$ cat src/rtl/hdcp_map.svh
// Register offsets, field positions, reset values and mode codes of the haptic config block
`ifndef HDCP_MAP_SVH
`define HDCP_MAP_SVH
// ----------------------------------------------------------------
// Register offsets
// ----------------------------------------------------------------
`define HDCP_OFF_RT_AMP 8'h0a
`define HDCP_OFF_PAT_ADDR 8'h0b
`define HDCP_OFF_PROT 8'h0c
`define HDCP_OFF_RELEASE 8'h0d
`define HDCP_OFF_BRAKE_CFG 8'h11
// ----------------------------------------------------------------
// Field positions
// ----------------------------------------------------------------
`define HDCP_AMP_SIGN_BIT 7
`define HDCP_PROT_OFF_IMP_BIT 2
`define HDCP_PROT_THM_DIS_BIT 1
`define HDCP_PROT_OC_DIS_BIT 0
`define HDCP_RELEASE_BIT 0
`define HDCP_CFG_SAMPLE_SEL_BIT 6
`define HDCP_CFG_SAT_EXIT_BIT 5
`define HDCP_CFG_BRAKE_DIS_BIT 4
`define HDCP_CFG_RES_EN_BIT 3
`define HDCP_CFG_ACT_TYPE_BIT 2
`define HDCP_CFG_ALC_EN_BIT 1
`define HDCP_CFG_ZC_HYS_BIT 0
// Writable bits of the narrow registers; the rest read as zero
`define HDCP_PROT_MASK 8'h07
`define HDCP_CFG_MASK 8'h7f
// ----------------------------------------------------------------
// Reset values
// ----------------------------------------------------------------
`define HDCP_RST_RT_AMP 8'h00
`define HDCP_RST_PAT_ADDR 8'h00
`define HDCP_RST_PROT 8'h00
`define HDCP_RST_BRAKE_CFG 8'h00
// ----------------------------------------------------------------
// Drive mode codes
// ----------------------------------------------------------------
`define HDCP_MODE_OFF 5'h00
`define HDCP_MODE_RT 5'h06
`define HDCP_MODE_PB_FIRST 5'h0d
`define HDCP_MODE_PB_LAST 5'h12
// Overcurrent input lane order
`define HDCP_OC_POS_LOW 0
`define HDCP_OC_NEG_LOW 1
`define HDCP_OC_POS_HIGH 2
`define HDCP_OC_NEG_HIGH 3
`define HDCP_OC_LANES 4
`endif

$ cat src/rtl/hdcp_pkg.sv
// Types shared by the haptic config block
package hdcp_pkg;
	// State of the self-clearing fault release request
	typedef enum logic [0:0] {
		HDCP_REL_IDLE = 1'b0,
		HDCP_REL_PEND = 1'b1
	} hdcp_release_t;
endpackage

$ cat src/rtl/hdcp_fault_if.sv
// Signals between the register bank and the fault lock unit
`timescale 1ns/1ps
`default_nettype none
interface hdcp_fault_if;
	logic thm_evt;
	logic [3:0] oc_evt;
	logic release_req;
	logic locked;
	logic fault_flag;
	logic thm_irq;
	logic [3:0] oc_irq;
	modport ctrl (output thm_evt, output oc_evt, output release_req,
		input locked, input fault_flag, input thm_irq, input oc_irq);
	modport unit (input thm_evt, input oc_evt, input release_req,
		output locked, output fault_flag, output thm_irq, output oc_irq);
endinterface
`default_nettype wire

$ cat src/rtl/hdcp_top.sv
// Haptic drive config and protection register bank
//
// Contract
// - Real-time mode drives magnitude in 0.78% steps
// - Amplitude top bit selects drive polarity
// - Playback starts at stored pattern start address
// - Disabled outputs: low-side clamp or 15k pull-down
// - Overtemperature locks driver, interrupts, sets flag
// - Switch overcurrent locks driver, interrupts, sets flag
// - Flag and lock stay until release written
// - Release bit returns to zero by itself
// - Brake measure uses four or two samples
// - Saturation-exit bit ends braking on counter saturation
// - Brake-disable bit skips automatic braking
// - Resonance detection runs only when enabled
// - Actuator-type bit selects rotating-mass or linear
// - Level compensation only while its enable set
// - Hysteresis bit adds about 6mV comparator hysteresis
`timescale 1ns/1ps
`include "hdcp_map.svh"
`default_nettype none
module hdcp_top (
	// Clock and reset
	input wire logic clk_i,
	input wire logic resetn_i,
	// Register port
	input wire logic reg_wr_i,
	input wire logic reg_rd_i,
	input wire logic [7:0] reg_addr_i,
	input wire logic [7:0] reg_wdata_i,
	output logic [7:0] reg_rdata_o,
	// Drive mode control from the device register file
	input wire logic [4:0] drive_mode_field_i,
	input wire logic driver_clock_enable_i,
	// Fault pins from the output stage
	input wire logic overtemp_i,
	input wire logic [3:0] overcurrent_i,
	// Braking engine status
	input wire logic brake_active_i,
	input wire logic zc_counter_sat_i,
	// Drive outputs
	output logic drive_enable_o,
	output logic [6:0] amp_code_o,
	output logic drive_polarity_o,
	output logic [7:0] pattern_start_addr_o,
	output logic pattern_load_o,
	output logic low_side_clamp_o,
	output logic pulldown_15k_o,
	// Protection status
	output logic driver_locked_o,
	output logic driver_fault_flag_o,
	output logic overtemp_irq_o,
	output logic pos_low_switch_overcurrent_irq_o,
	output logic neg_low_switch_overcurrent_irq_o,
	output logic pos_high_switch_overcurrent_irq_o,
	output logic neg_high_switch_overcurrent_irq_o,
	// Braking and resonance configuration
	output logic brake_two_point_o,
	output logic auto_brake_enable_o,
	output logic brake_saturation_stop_o,
	output logic resonance_detect_run_o,
	output logic actuator_lra_o,
	output logic level_comp_run_o,
	output logic zero_cross_hysteresis_o
);
	// ----------------------------------------------------------------
	// Reset release synchroniser
	// ----------------------------------------------------------------
	logic rst_meta_q;
	logic rst_n;

	always_ff @(posedge clk_i or negedge resetn_i) begin
		if (!resetn_i) begin
			rst_meta_q <= 1'b0;
			rst_n <= 1'b0;
		end else begin
			rst_meta_q <= 1'b1;
			rst_n <= rst_meta_q;
		end
	end

	// ----------------------------------------------------------------
	// Fault pin synchronisers
	// ----------------------------------------------------------------
	logic [4:0] pin_meta_q;
	logic [4:0] pin_sync_q;
	logic [4:0] pin_raw;

	assign pin_raw = {overtemp_i, overcurrent_i};

	// Two flops per pin; only the second stage is read by logic
	genvar gi;
	generate
		for (gi = 0; gi < 5; gi++) begin : g_sync
			always_ff @(posedge clk_i or negedge rst_n) begin
				if (!rst_n) begin
					pin_meta_q[gi] <= 1'b0;
					pin_sync_q[gi] <= 1'b0;
				end else begin
					pin_meta_q[gi] <= pin_raw[gi];
					pin_sync_q[gi] <= pin_meta_q[gi];
				end
			end
		end
	endgenerate

	// ----------------------------------------------------------------
	// Register storage
	// ----------------------------------------------------------------
	logic [7:0] rt_amp_q;
	logic [7:0] pat_addr_q;
	logic [7:0] prot_q;
	logic [7:0] cfg_q;
	hdcp_pkg::hdcp_release_t rel_q;
	logic wr_rel_one;

	assign wr_rel_one = reg_wr_i && (reg_addr_i == `HDCP_OFF_RELEASE)
		&& reg_wdata_i[`HDCP_RELEASE_BIT];

	// Plain read/write registers; unused bits are masked so they read zero
	always_ff @(posedge clk_i or negedge rst_n) begin
		if (!rst_n) begin
			rt_amp_q <= `HDCP_RST_RT_AMP;
			pat_addr_q <= `HDCP_RST_PAT_ADDR;
			prot_q <= `HDCP_RST_PROT;
			cfg_q <= `HDCP_RST_BRAKE_CFG;
		end else if (reg_wr_i) begin
			unique case (reg_addr_i)
				`HDCP_OFF_RT_AMP: begin
					rt_amp_q <= reg_wdata_i;
				end
				`HDCP_OFF_PAT_ADDR: begin
					pat_addr_q <= reg_wdata_i;
				end
				`HDCP_OFF_PROT: begin
					prot_q <= reg_wdata_i & `HDCP_PROT_MASK;
				end
				`HDCP_OFF_BRAKE_CFG: begin
					cfg_q <= reg_wdata_i & `HDCP_CFG_MASK;
				end
				default: begin
				end
			endcase
		end
	end

	// Release request lives one cycle, then the bit falls back to zero
	always_ff @(posedge clk_i or negedge rst_n) begin
		if (!rst_n) begin
			rel_q <= hdcp_pkg::HDCP_REL_IDLE;
		end else begin
			unique case (rel_q)
				hdcp_pkg::HDCP_REL_IDLE: begin
					if (wr_rel_one) begin
						rel_q <= hdcp_pkg::HDCP_REL_PEND;
					end
				end
				hdcp_pkg::HDCP_REL_PEND: begin
					if (!wr_rel_one) begin
						rel_q <= hdcp_pkg::HDCP_REL_IDLE;
					end
				end
			endcase
		end
	end

	// Read data is registered; unmapped offsets answer zero
	always_ff @(posedge clk_i or negedge rst_n) begin
		if (!rst_n) begin
			reg_rdata_o <= 8'h00;
		end else if (reg_rd_i) begin
			unique case (reg_addr_i)
				`HDCP_OFF_RT_AMP: reg_rdata_o <= rt_amp_q;
				`HDCP_OFF_PAT_ADDR: reg_rdata_o <= pat_addr_q;
				`HDCP_OFF_PROT: reg_rdata_o <= prot_q;
				`HDCP_OFF_RELEASE: reg_rdata_o <= {7'h00, rel_q == hdcp_pkg::HDCP_REL_PEND};
				`HDCP_OFF_BRAKE_CFG: reg_rdata_o <= cfg_q;
				default: reg_rdata_o <= 8'h00;
			endcase
		end
	end

	// ----------------------------------------------------------------
	// Fault lock unit
	// ----------------------------------------------------------------
	hdcp_fault_if fault_bus ();

	// Disable bits gate the synchronised fault pins before they can lock
	assign fault_bus.thm_evt = pin_sync_q[4] & ~prot_q[`HDCP_PROT_THM_DIS_BIT];
	assign fault_bus.oc_evt = pin_sync_q[3:0]
		& {4{~prot_q[`HDCP_PROT_OC_DIS_BIT]}};
	assign fault_bus.release_req = (rel_q == hdcp_pkg::HDCP_REL_PEND);

	hdcp_fault_lock u_fault (
		.clk_i(clk_i),
		.rst_ni(rst_n),
		.f(fault_bus.unit)
	);

	// ----------------------------------------------------------------
	// Drive path
	// ----------------------------------------------------------------
	logic active;
	logic rt_mode;
	logic pb_mode;
	logic pb_run_q;

	// Host keeps the clock enable up for the whole vibration
	assign active = driver_clock_enable_i && (drive_mode_field_i != `HDCP_MODE_OFF)
		&& !fault_bus.locked;
	assign rt_mode = (drive_mode_field_i == `HDCP_MODE_RT);
	assign pb_mode = (drive_mode_field_i >= `HDCP_MODE_PB_FIRST)
		&& (drive_mode_field_i <= `HDCP_MODE_PB_LAST);

	// Magnitude is a 0.78% step code; host opens with positive sign
	always_ff @(posedge clk_i or negedge rst_n) begin
		if (!rst_n) begin
			drive_enable_o <= 1'b0;
			amp_code_o <= 7'h00;
			drive_polarity_o <= 1'b0;
		end else begin
			drive_enable_o <= active;
			amp_code_o <= (active && rt_mode) ? rt_amp_q[6:0] : 7'h00;
			drive_polarity_o <= active && rt_mode
				&& rt_amp_q[`HDCP_AMP_SIGN_BIT];
		end
	end

	// Load pulse fires once as playback begins; start address is copied every cycle
	always_ff @(posedge clk_i or negedge rst_n) begin
		if (!rst_n) begin
			pb_run_q <= 1'b0;
			pattern_load_o <= 1'b0;
			pattern_start_addr_o <= 8'h00;
		end else begin
			pb_run_q <= active && pb_mode;
			pattern_load_o <= active && pb_mode && !pb_run_q;
			pattern_start_addr_o <= pat_addr_q;
		end
	end

	// Off-state termination whenever the driver is not running
	always_ff @(posedge clk_i or negedge rst_n) begin
		if (!rst_n) begin
			low_side_clamp_o <= 1'b1;
			pulldown_15k_o <= 1'b0;
		end else begin
			low_side_clamp_o <= !active && !prot_q[`HDCP_PROT_OFF_IMP_BIT];
			pulldown_15k_o <= !active && prot_q[`HDCP_PROT_OFF_IMP_BIT];
		end
	end

	// ----------------------------------------------------------------
	// Protection status outputs
	// ----------------------------------------------------------------
	assign driver_locked_o = fault_bus.locked;
	assign driver_fault_flag_o = fault_bus.fault_flag;
	assign overtemp_irq_o = fault_bus.thm_irq;
	assign pos_low_switch_overcurrent_irq_o = fault_bus.oc_irq[`HDCP_OC_POS_LOW];
	assign neg_low_switch_overcurrent_irq_o = fault_bus.oc_irq[`HDCP_OC_NEG_LOW];
	assign pos_high_switch_overcurrent_irq_o = fault_bus.oc_irq[`HDCP_OC_POS_HIGH];
	assign neg_high_switch_overcurrent_irq_o = fault_bus.oc_irq[`HDCP_OC_NEG_HIGH];

	// ----------------------------------------------------------------
	// Braking and resonance controls
	// ----------------------------------------------------------------
	// Run-type controls are gated by an active driver so they never act while locked
	always_ff @(posedge clk_i or negedge rst_n) begin
		if (!rst_n) begin
			brake_two_point_o <= 1'b0;
			auto_brake_enable_o <= 1'b0;
			brake_saturation_stop_o <= 1'b0;
			resonance_detect_run_o <= 1'b0;
			actuator_lra_o <= 1'b0;
			level_comp_run_o <= 1'b0;
			zero_cross_hysteresis_o <= 1'b0;
		end else begin
			brake_two_point_o <= cfg_q[`HDCP_CFG_SAMPLE_SEL_BIT];
			auto_brake_enable_o <= !cfg_q[`HDCP_CFG_BRAKE_DIS_BIT];
			brake_saturation_stop_o <= cfg_q[`HDCP_CFG_SAT_EXIT_BIT]
				&& brake_active_i && zc_counter_sat_i;
			resonance_detect_run_o <= active && cfg_q[`HDCP_CFG_RES_EN_BIT];
			actuator_lra_o <= cfg_q[`HDCP_CFG_ACT_TYPE_BIT];
			level_comp_run_o <= active && cfg_q[`HDCP_CFG_ALC_EN_BIT];
			zero_cross_hysteresis_o <= cfg_q[`HDCP_CFG_ZC_HYS_BIT];
		end
	end

	// ----------------------------------------------------------------
	// Checks
	// ----------------------------------------------------------------
	chk_rt_amp_code: assert property (@(posedge clk_i) disable iff (!rst_n)
		(active && rt_mode) |=> (amp_code_o == $past(rt_amp_q[6:0])))
		else $error("real-time amplitude code mismatch");
	chk_polarity_sign: assert property (@(posedge clk_i) disable iff (!rst_n)
		(active && rt_mode) |=> (drive_polarity_o == $past(rt_amp_q[7])))
		else $error("polarity does not follow sign bit");
	chk_pattern_load: assert property (@(posedge clk_i) disable iff (!rst_n)
		pattern_load_o |-> (pattern_start_addr_o == $past(pat_addr_q)))
		else $error("playback loaded wrong start address");
	chk_off_termination: assert property (@(posedge clk_i) disable iff (!rst_n)
		!active |=> (low_side_clamp_o != pulldown_15k_o) && !drive_enable_o)
		else $error("off-state termination wrong");
	chk_release_clears: assert property (@(posedge clk_i) disable iff (!rst_n)
		(fault_bus.release_req && !wr_rel_one)
		|=> (rel_q == hdcp_pkg::HDCP_REL_IDLE))
		else $error("release bit did not self-clear");
	chk_zero_no_release: assert property (@(posedge clk_i) disable iff (!rst_n)
		(rel_q == hdcp_pkg::HDCP_REL_IDLE && !wr_rel_one) |=> !fault_bus.release_req)
		else $error("release without a one written");
	chk_thm_disabled: assert property (@(posedge clk_i) disable iff (!rst_n)
		(prot_q[1] && !driver_fault_flag_o && pin_sync_q[3:0] == 4'h0) |=> !overtemp_irq_o)
		else $error("thermal interrupt while protection disabled");
	chk_locked_idle: assert property (@(posedge clk_i) disable iff (!rst_n)
		driver_locked_o |=> !drive_enable_o)
		else $error("driver enabled while locked");
	chk_brake_exit: assert property (@(posedge clk_i) disable iff (!rst_n)
		!cfg_q[5] |=> !brake_saturation_stop_o)
		else $error("brake exit while saturation exit off");
	cov_rt_negative: cover property (@(posedge clk_i) disable iff (!rst_n)
		drive_enable_o && !drive_polarity_o ##[1:20] drive_polarity_o);
	cov_playback: cover property (@(posedge clk_i) disable iff (!rst_n) pattern_load_o);
	cov_oc_lock: cover property (@(posedge clk_i) disable iff (!rst_n)
		pos_high_switch_overcurrent_irq_o ##1 driver_locked_o);
endmodule
`default_nettype wire

$ cat src/rtl/hdcp_fault_lock.sv
// Fault lock unit: sticky fault flag, driver lock and event pulses
`timescale 1ns/1ps
`default_nettype none
module hdcp_fault_lock (
	// Clock and reset
	input wire logic clk_i,
	input wire logic rst_ni,
	// Link to the register bank
	hdcp_fault_if.unit f
);
	logic flag_q;
	logic thm_prev_q;
	logic [3:0] oc_prev_q;
	logic thm_irq_q;
	logic [3:0] oc_irq_q;
	logic any_evt;

	assign any_evt = f.thm_evt | (|f.oc_evt);

	// ----------------------------------------------------------------
	// Sticky flag: a new fault in the release cycle keeps it set
	// ----------------------------------------------------------------
	always_ff @(posedge clk_i or negedge rst_ni) begin
		if (!rst_ni) begin
			flag_q <= 1'b0;
		end else if (any_evt) begin
			flag_q <= 1'b1;
		end else if (f.release_req) begin
			flag_q <= 1'b0;
		end
	end

	// Event pulses on the rising edge of each qualified fault
	always_ff @(posedge clk_i or negedge rst_ni) begin
		if (!rst_ni) begin
			thm_prev_q <= 1'b0;
			oc_prev_q <= 4'h0;
			thm_irq_q <= 1'b0;
			oc_irq_q <= 4'h0;
		end else begin
			thm_prev_q <= f.thm_evt;
			oc_prev_q <= f.oc_evt;
			thm_irq_q <= f.thm_evt & ~thm_prev_q;
			oc_irq_q <= f.oc_evt & ~oc_prev_q;
		end
	end

	// Lock follows the flag, so only a release can restart the driver
	assign f.locked = flag_q;
	assign f.fault_flag = flag_q;
	assign f.thm_irq = thm_irq_q;
	assign f.oc_irq = oc_irq_q;

	// ----------------------------------------------------------------
	// Checks
	// ----------------------------------------------------------------
	chk_fault_sets_flag: assert property (@(posedge clk_i) disable iff (!rst_ni)
		any_evt |=> flag_q)
		else $error("fault event did not set the flag");
	chk_flag_holds: assert property (@(posedge clk_i) disable iff (!rst_ni)
		(flag_q && !f.release_req) |=> flag_q)
		else $error("fault flag cleared without release");
	chk_thm_pulse: assert property (@(posedge clk_i) disable iff (!rst_ni)
		$rose(f.thm_evt) |=> f.thm_irq ##1 !f.thm_irq)
		else $error("thermal event pulse wrong");
	cov_fault_release: cover property (@(posedge clk_i) disable iff (!rst_ni)
		flag_q ##1 f.release_req ##1 !flag_q);
endmodule
`default_nettype wire

$ cat config.mk
export PLATFORM = sky130hd
export DESIGN_NAME = hdcp_top
export DESIGN_NICKNAME = d
export VERILOG_FILES = /design/src/rtl/hdcp_pkg.sv /design/src/rtl/hdcp_fault_if.sv /design/src/rtl/hdcp_top.sv /design/src/rtl/hdcp_fault_lock.sv
export VERILOG_INCLUDE_DIRS = /design/src /design/src/rtl
export SDC_FILE = /design/constraint.sdc
export NUM_CORES = 1
export LEC_CHECK = 0
export BUFFER_PORTS_ARGS = -buffer_cell sky130_fd_sc_hd__clkbuf_2
export CORE_ASPECT_RATIO = 1.2
export CORE_UTILIZATION = 43
export CTS_BUF_LIST = sky130_fd_sc_hd__clkbuf_4
export CTS_CLUSTER_SIZE = 30
export DETAILED_ROUTE_END_ITERATION = 6
export PLACE_DENSITY = 0.76
export SETUP_SLACK_MARGIN = 0.3
export SYNTH_ARGS = -nofsm -noshare
export SYNTH_HDL_FRONTEND = slang
export SYNTH_SLANG_ARGS = --single-unit
export TNS_END_PERCENT = 10
$ cat constraint.sdc
create_clock -name clk_i -period 6.1 [get_ports clk_i]
set_clock_uncertainty 0.2 [all_clocks]
set_input_delay 0.305 -clock clk_i [delete_from_list [all_inputs] [get_ports clk_i]]
set_output_delay 0.305 -clock clk_i [all_outputs]
set_load 0.1 [all_outputs]
==> metrics.md <==
| Metric | Value |
|---|---|
| Status | finished, final reports clean |
| Largest net degree at the start of global routing | 85 |
| Reg-to-Reg Start | u_fault.f.fault_flag |
| CP Launch Type | input pin |
| H-tree depth | 3 |
| Die X | 81.5 µm |
| Postcts setup bufs | 0 |
| Max-Slew Margin vs Limit | 31.8% |
| 1st-pass router iterations | 4 |
| DR vias | 2166 |
| CTS root buf | clkbuf_4 |
| Min cycle time layout | 2.00 ns |
| Area Overhead vs Synth | 25.0% |
| WS Path Type | in -> reg |
| Reg2reg end | amp_code_o[1] |
| Skew-Pair Late Insertion Delay | 0.44 ns |
| Number of global-route vias before repair | 2125 |
| EDFF count, synth | 0 |
| Vias/cell | 5.11 |
| Core area | 7270 µm² |
| Maximum VDD drop | 0.000140 V |
| Tot GR Track Use | 18.6% |
| Final #Nets | 362 |
| Async SR Flop Fraction | 100% |
| Total gr overflow | 0 |
| Yosys warns | 0 |
| I/O pins | 75 |
| Total CTS buffers | 9 |
| Critical Path AT | 2.18 ns |
| Fmax achieved | 0.501 GHz |
| Reg2reg setup slack | 4.28 ns |
| CTS Buffer Depth | 2 |
| IO buf count | 74 |
| Synthesized flop and latch total | 86 |
| Chip height | 97.4 µm |
| Hold path depth | 3 |
| Synthesized Nets | 268 |
| Crit end category | flop |
| CTS Sinks | 86 |
| Synth unique cells | 46 |
| Final Util | 56.0% |
| Hold_ws | 0.0173 ns |
| Setup TNS | 0 ns |
| PD cells | 276 nW/µm² |
| First-pass GRT wire length | 10600 µm |
| Min-Delay Endpoint | amp_code_o[3] |
| Die ar. | 7930 µm² |
| Ant. Diodes | 0 |
| Placed insts | 388 |
| Final setup viols | 0 |
| Fin. Hold Viols | 0 |
| Post-DP HPWL | 4660 µm |
| Clk pin slew, worst setup/hold paths | 0.13 ns |
| Hold path startpoint | drive_mode_field_i[1] |
| Commonest non-fill, non-tap cell in the layout | dfrtp_1 |
| CTS tree | built |
| Row cnt | 34 |
| Fin cells | 424 |
| Initial antenna violation count | 0 |
| HP Class | in -> reg |
| Max_cap viols | 0 |
| Post-route DRC violation count | 0 |
| GP Congestion | 0.873 |
| Initial Util | 44.8% |
| Cells on worst reg2reg path | 3 |
| Share of the yosys chip area belonging to registers | 66.1% |
| RSZ-0062 raised after global routing | no |
| Synthesized area | 3260 µm² |
| Drt total wl | 6680 µm |
| Most frequent cells in the layout | dfrtp_1, clkbuf_2, dlygate4sd3_1, mux2_2, inv_1 |
| Syn avg cell area | 13.9 µm² |
| Most used DFF post-synth | dfrtp_1 |
| Data required, critical path | 6.28 ns |
| Antenna Violating Nets Remaining | 0 |
| Drt wl/cell | 15.8 µm |
| Slew Viols, Final | 0 |
| Least-Margin Pin Slew | 1.02 ns |
| Critical Path Fanout Max | 7 |
| Starting DRT DRC Count | 100 |
| Leakage | 1.99 nW |
| Share of layout cells above drive strength 1 | 37.7% |
| Cells after synthesis | 235 |
| Filler cell count in the final layout | 615 |
| Final Cycle Share | 32.7% |
==> routing by layer <==
| metal | global-route usage, % | vias up | share of wire (%) |
|---|---|---|---|
| met3 | 5.82 | 8 | 6.4 |
| met2 | 29.0 | 66 | 49 |
| li1 | - | 1022 | - |
| met1 | 23.9 | 1070 | 43 |
| met5 | 0 | - | 0 |
| met4 | 7.14 | 0 | 1.6 |
==> worst max-delay path: stages <==
cell and delay [ns]:
dlygate4sd3_1 0.53, clkbuf_2 0.12, or3_1 0.42, nor3_1 0.58
and2_1 0.21
==> state kept, by name, indices dropped and copies added (netlist names), 3 cells and up <==
register,flops
reg_rdata_o,8
u_fault.f.oc_irq,4
u_fault.oc_prev_q,4
amp_code_o,7
pin_sync_q,5
cfg_q,7
pin_meta_q,5
pat_addr_q,8
rt_amp_q,8
pattern_start_addr_o,8
prot_q,3
==> Yosys cell counts (2+ instances only) <==
master     number  area, µm²
mux2_4          8        120
nor2b_1        12       75.1
a21oi_1         3       15.0
or3_1           2       12.5
mux2_2         18        203
a221oi_1        2       17.5
or4b_1          2       20.0
nor4_1         10       62.6
nand2_1         2       7.51
nor3_1          9       45.0
buf_2           4       20.0
dfrtp_1        85       2130
inv_1          13       48.8
and2_1          5       31.3
clkbuf_1        5       18.8
a211oi_1        7       52.6
nand3b_1        4       30.0
nand2b_1        3       18.8
nor2_1          8       30.0
o2bb2ai_1       6       52.6
and3_1          2       12.5
==> metrics by stage <==
step | area, µm² | setup WS [ns] | total power (W)
detailed placement | 3690 | 3.74 | 0.000725
global route | 4070 | 4.00 | 0.00117
CTS | 4070 | 4.09 | 0.00113
floorplan | 3260 | 3.33 | 0.000694
finish | 4070 | 4.10 | 0.00112
global placement | 3690 | 3.82 | 0.000722
==> worst max path at each step <==
stage | startpoint | endpoint | slack (ns) | depth (start not counted)
after floorplan | rst_n | actuator_lra_o | 3.33 | 0
after global placement | reg_addr_i[4] | pat_addr_q[4] | 3.82 | 5
after detailed placement | reg_addr_i[4] | pat_addr_q[2] | 3.74 | 5
after CTS | drive_mode_field_i[4] | drive_polarity_o | 4.09 | 5
after global routing | drive_mode_field_i[4] | drive_polarity_o | 4.00 | 5
final | drive_mode_field_i[4] | amp_code_o[1] | 4.10 | 5
==> logic make-up after synthesis <==
kind of cell | share of synthesized area, %
DFF | 66.1
and+or+nand+nor | 14.4
muxes | 10.2
AOI/OAI and AO/OA | 5.91
buffers and inverters | 3.26
other | 0.115
==> timing repair <==
action | CTS | global route
endpoints found under the hold margin | 37 | 0
hold buffers | 20 | 0
resized for setup | 0 | 0
==> cell type report <==
class / count / area, µm² / share of cell area (%)
Inverter: 13 / 48.8 / 1.20
Timing Repair Buffer: 94 / 571 / 14.0
Tap cell: 90 / 113 / 2.76
Sequential cell: 86 / 2160 / 53.0
Clock buffer: 10 / 75.1 / 1.84
Multi-Input combinational cell: 125 / 998 / 24.5
Clock inverter: 6 / 110 / 2.70
==> where the power goes <==
part / switching, W / internal (W)
clock: 0.000189 / 0.000211
combinational: 0.0000780 / 0.0000344
sequential: 0.0000197 / 0.000590
total: 0.000286 / 0.000836
(Power assumes the default switching activity.)
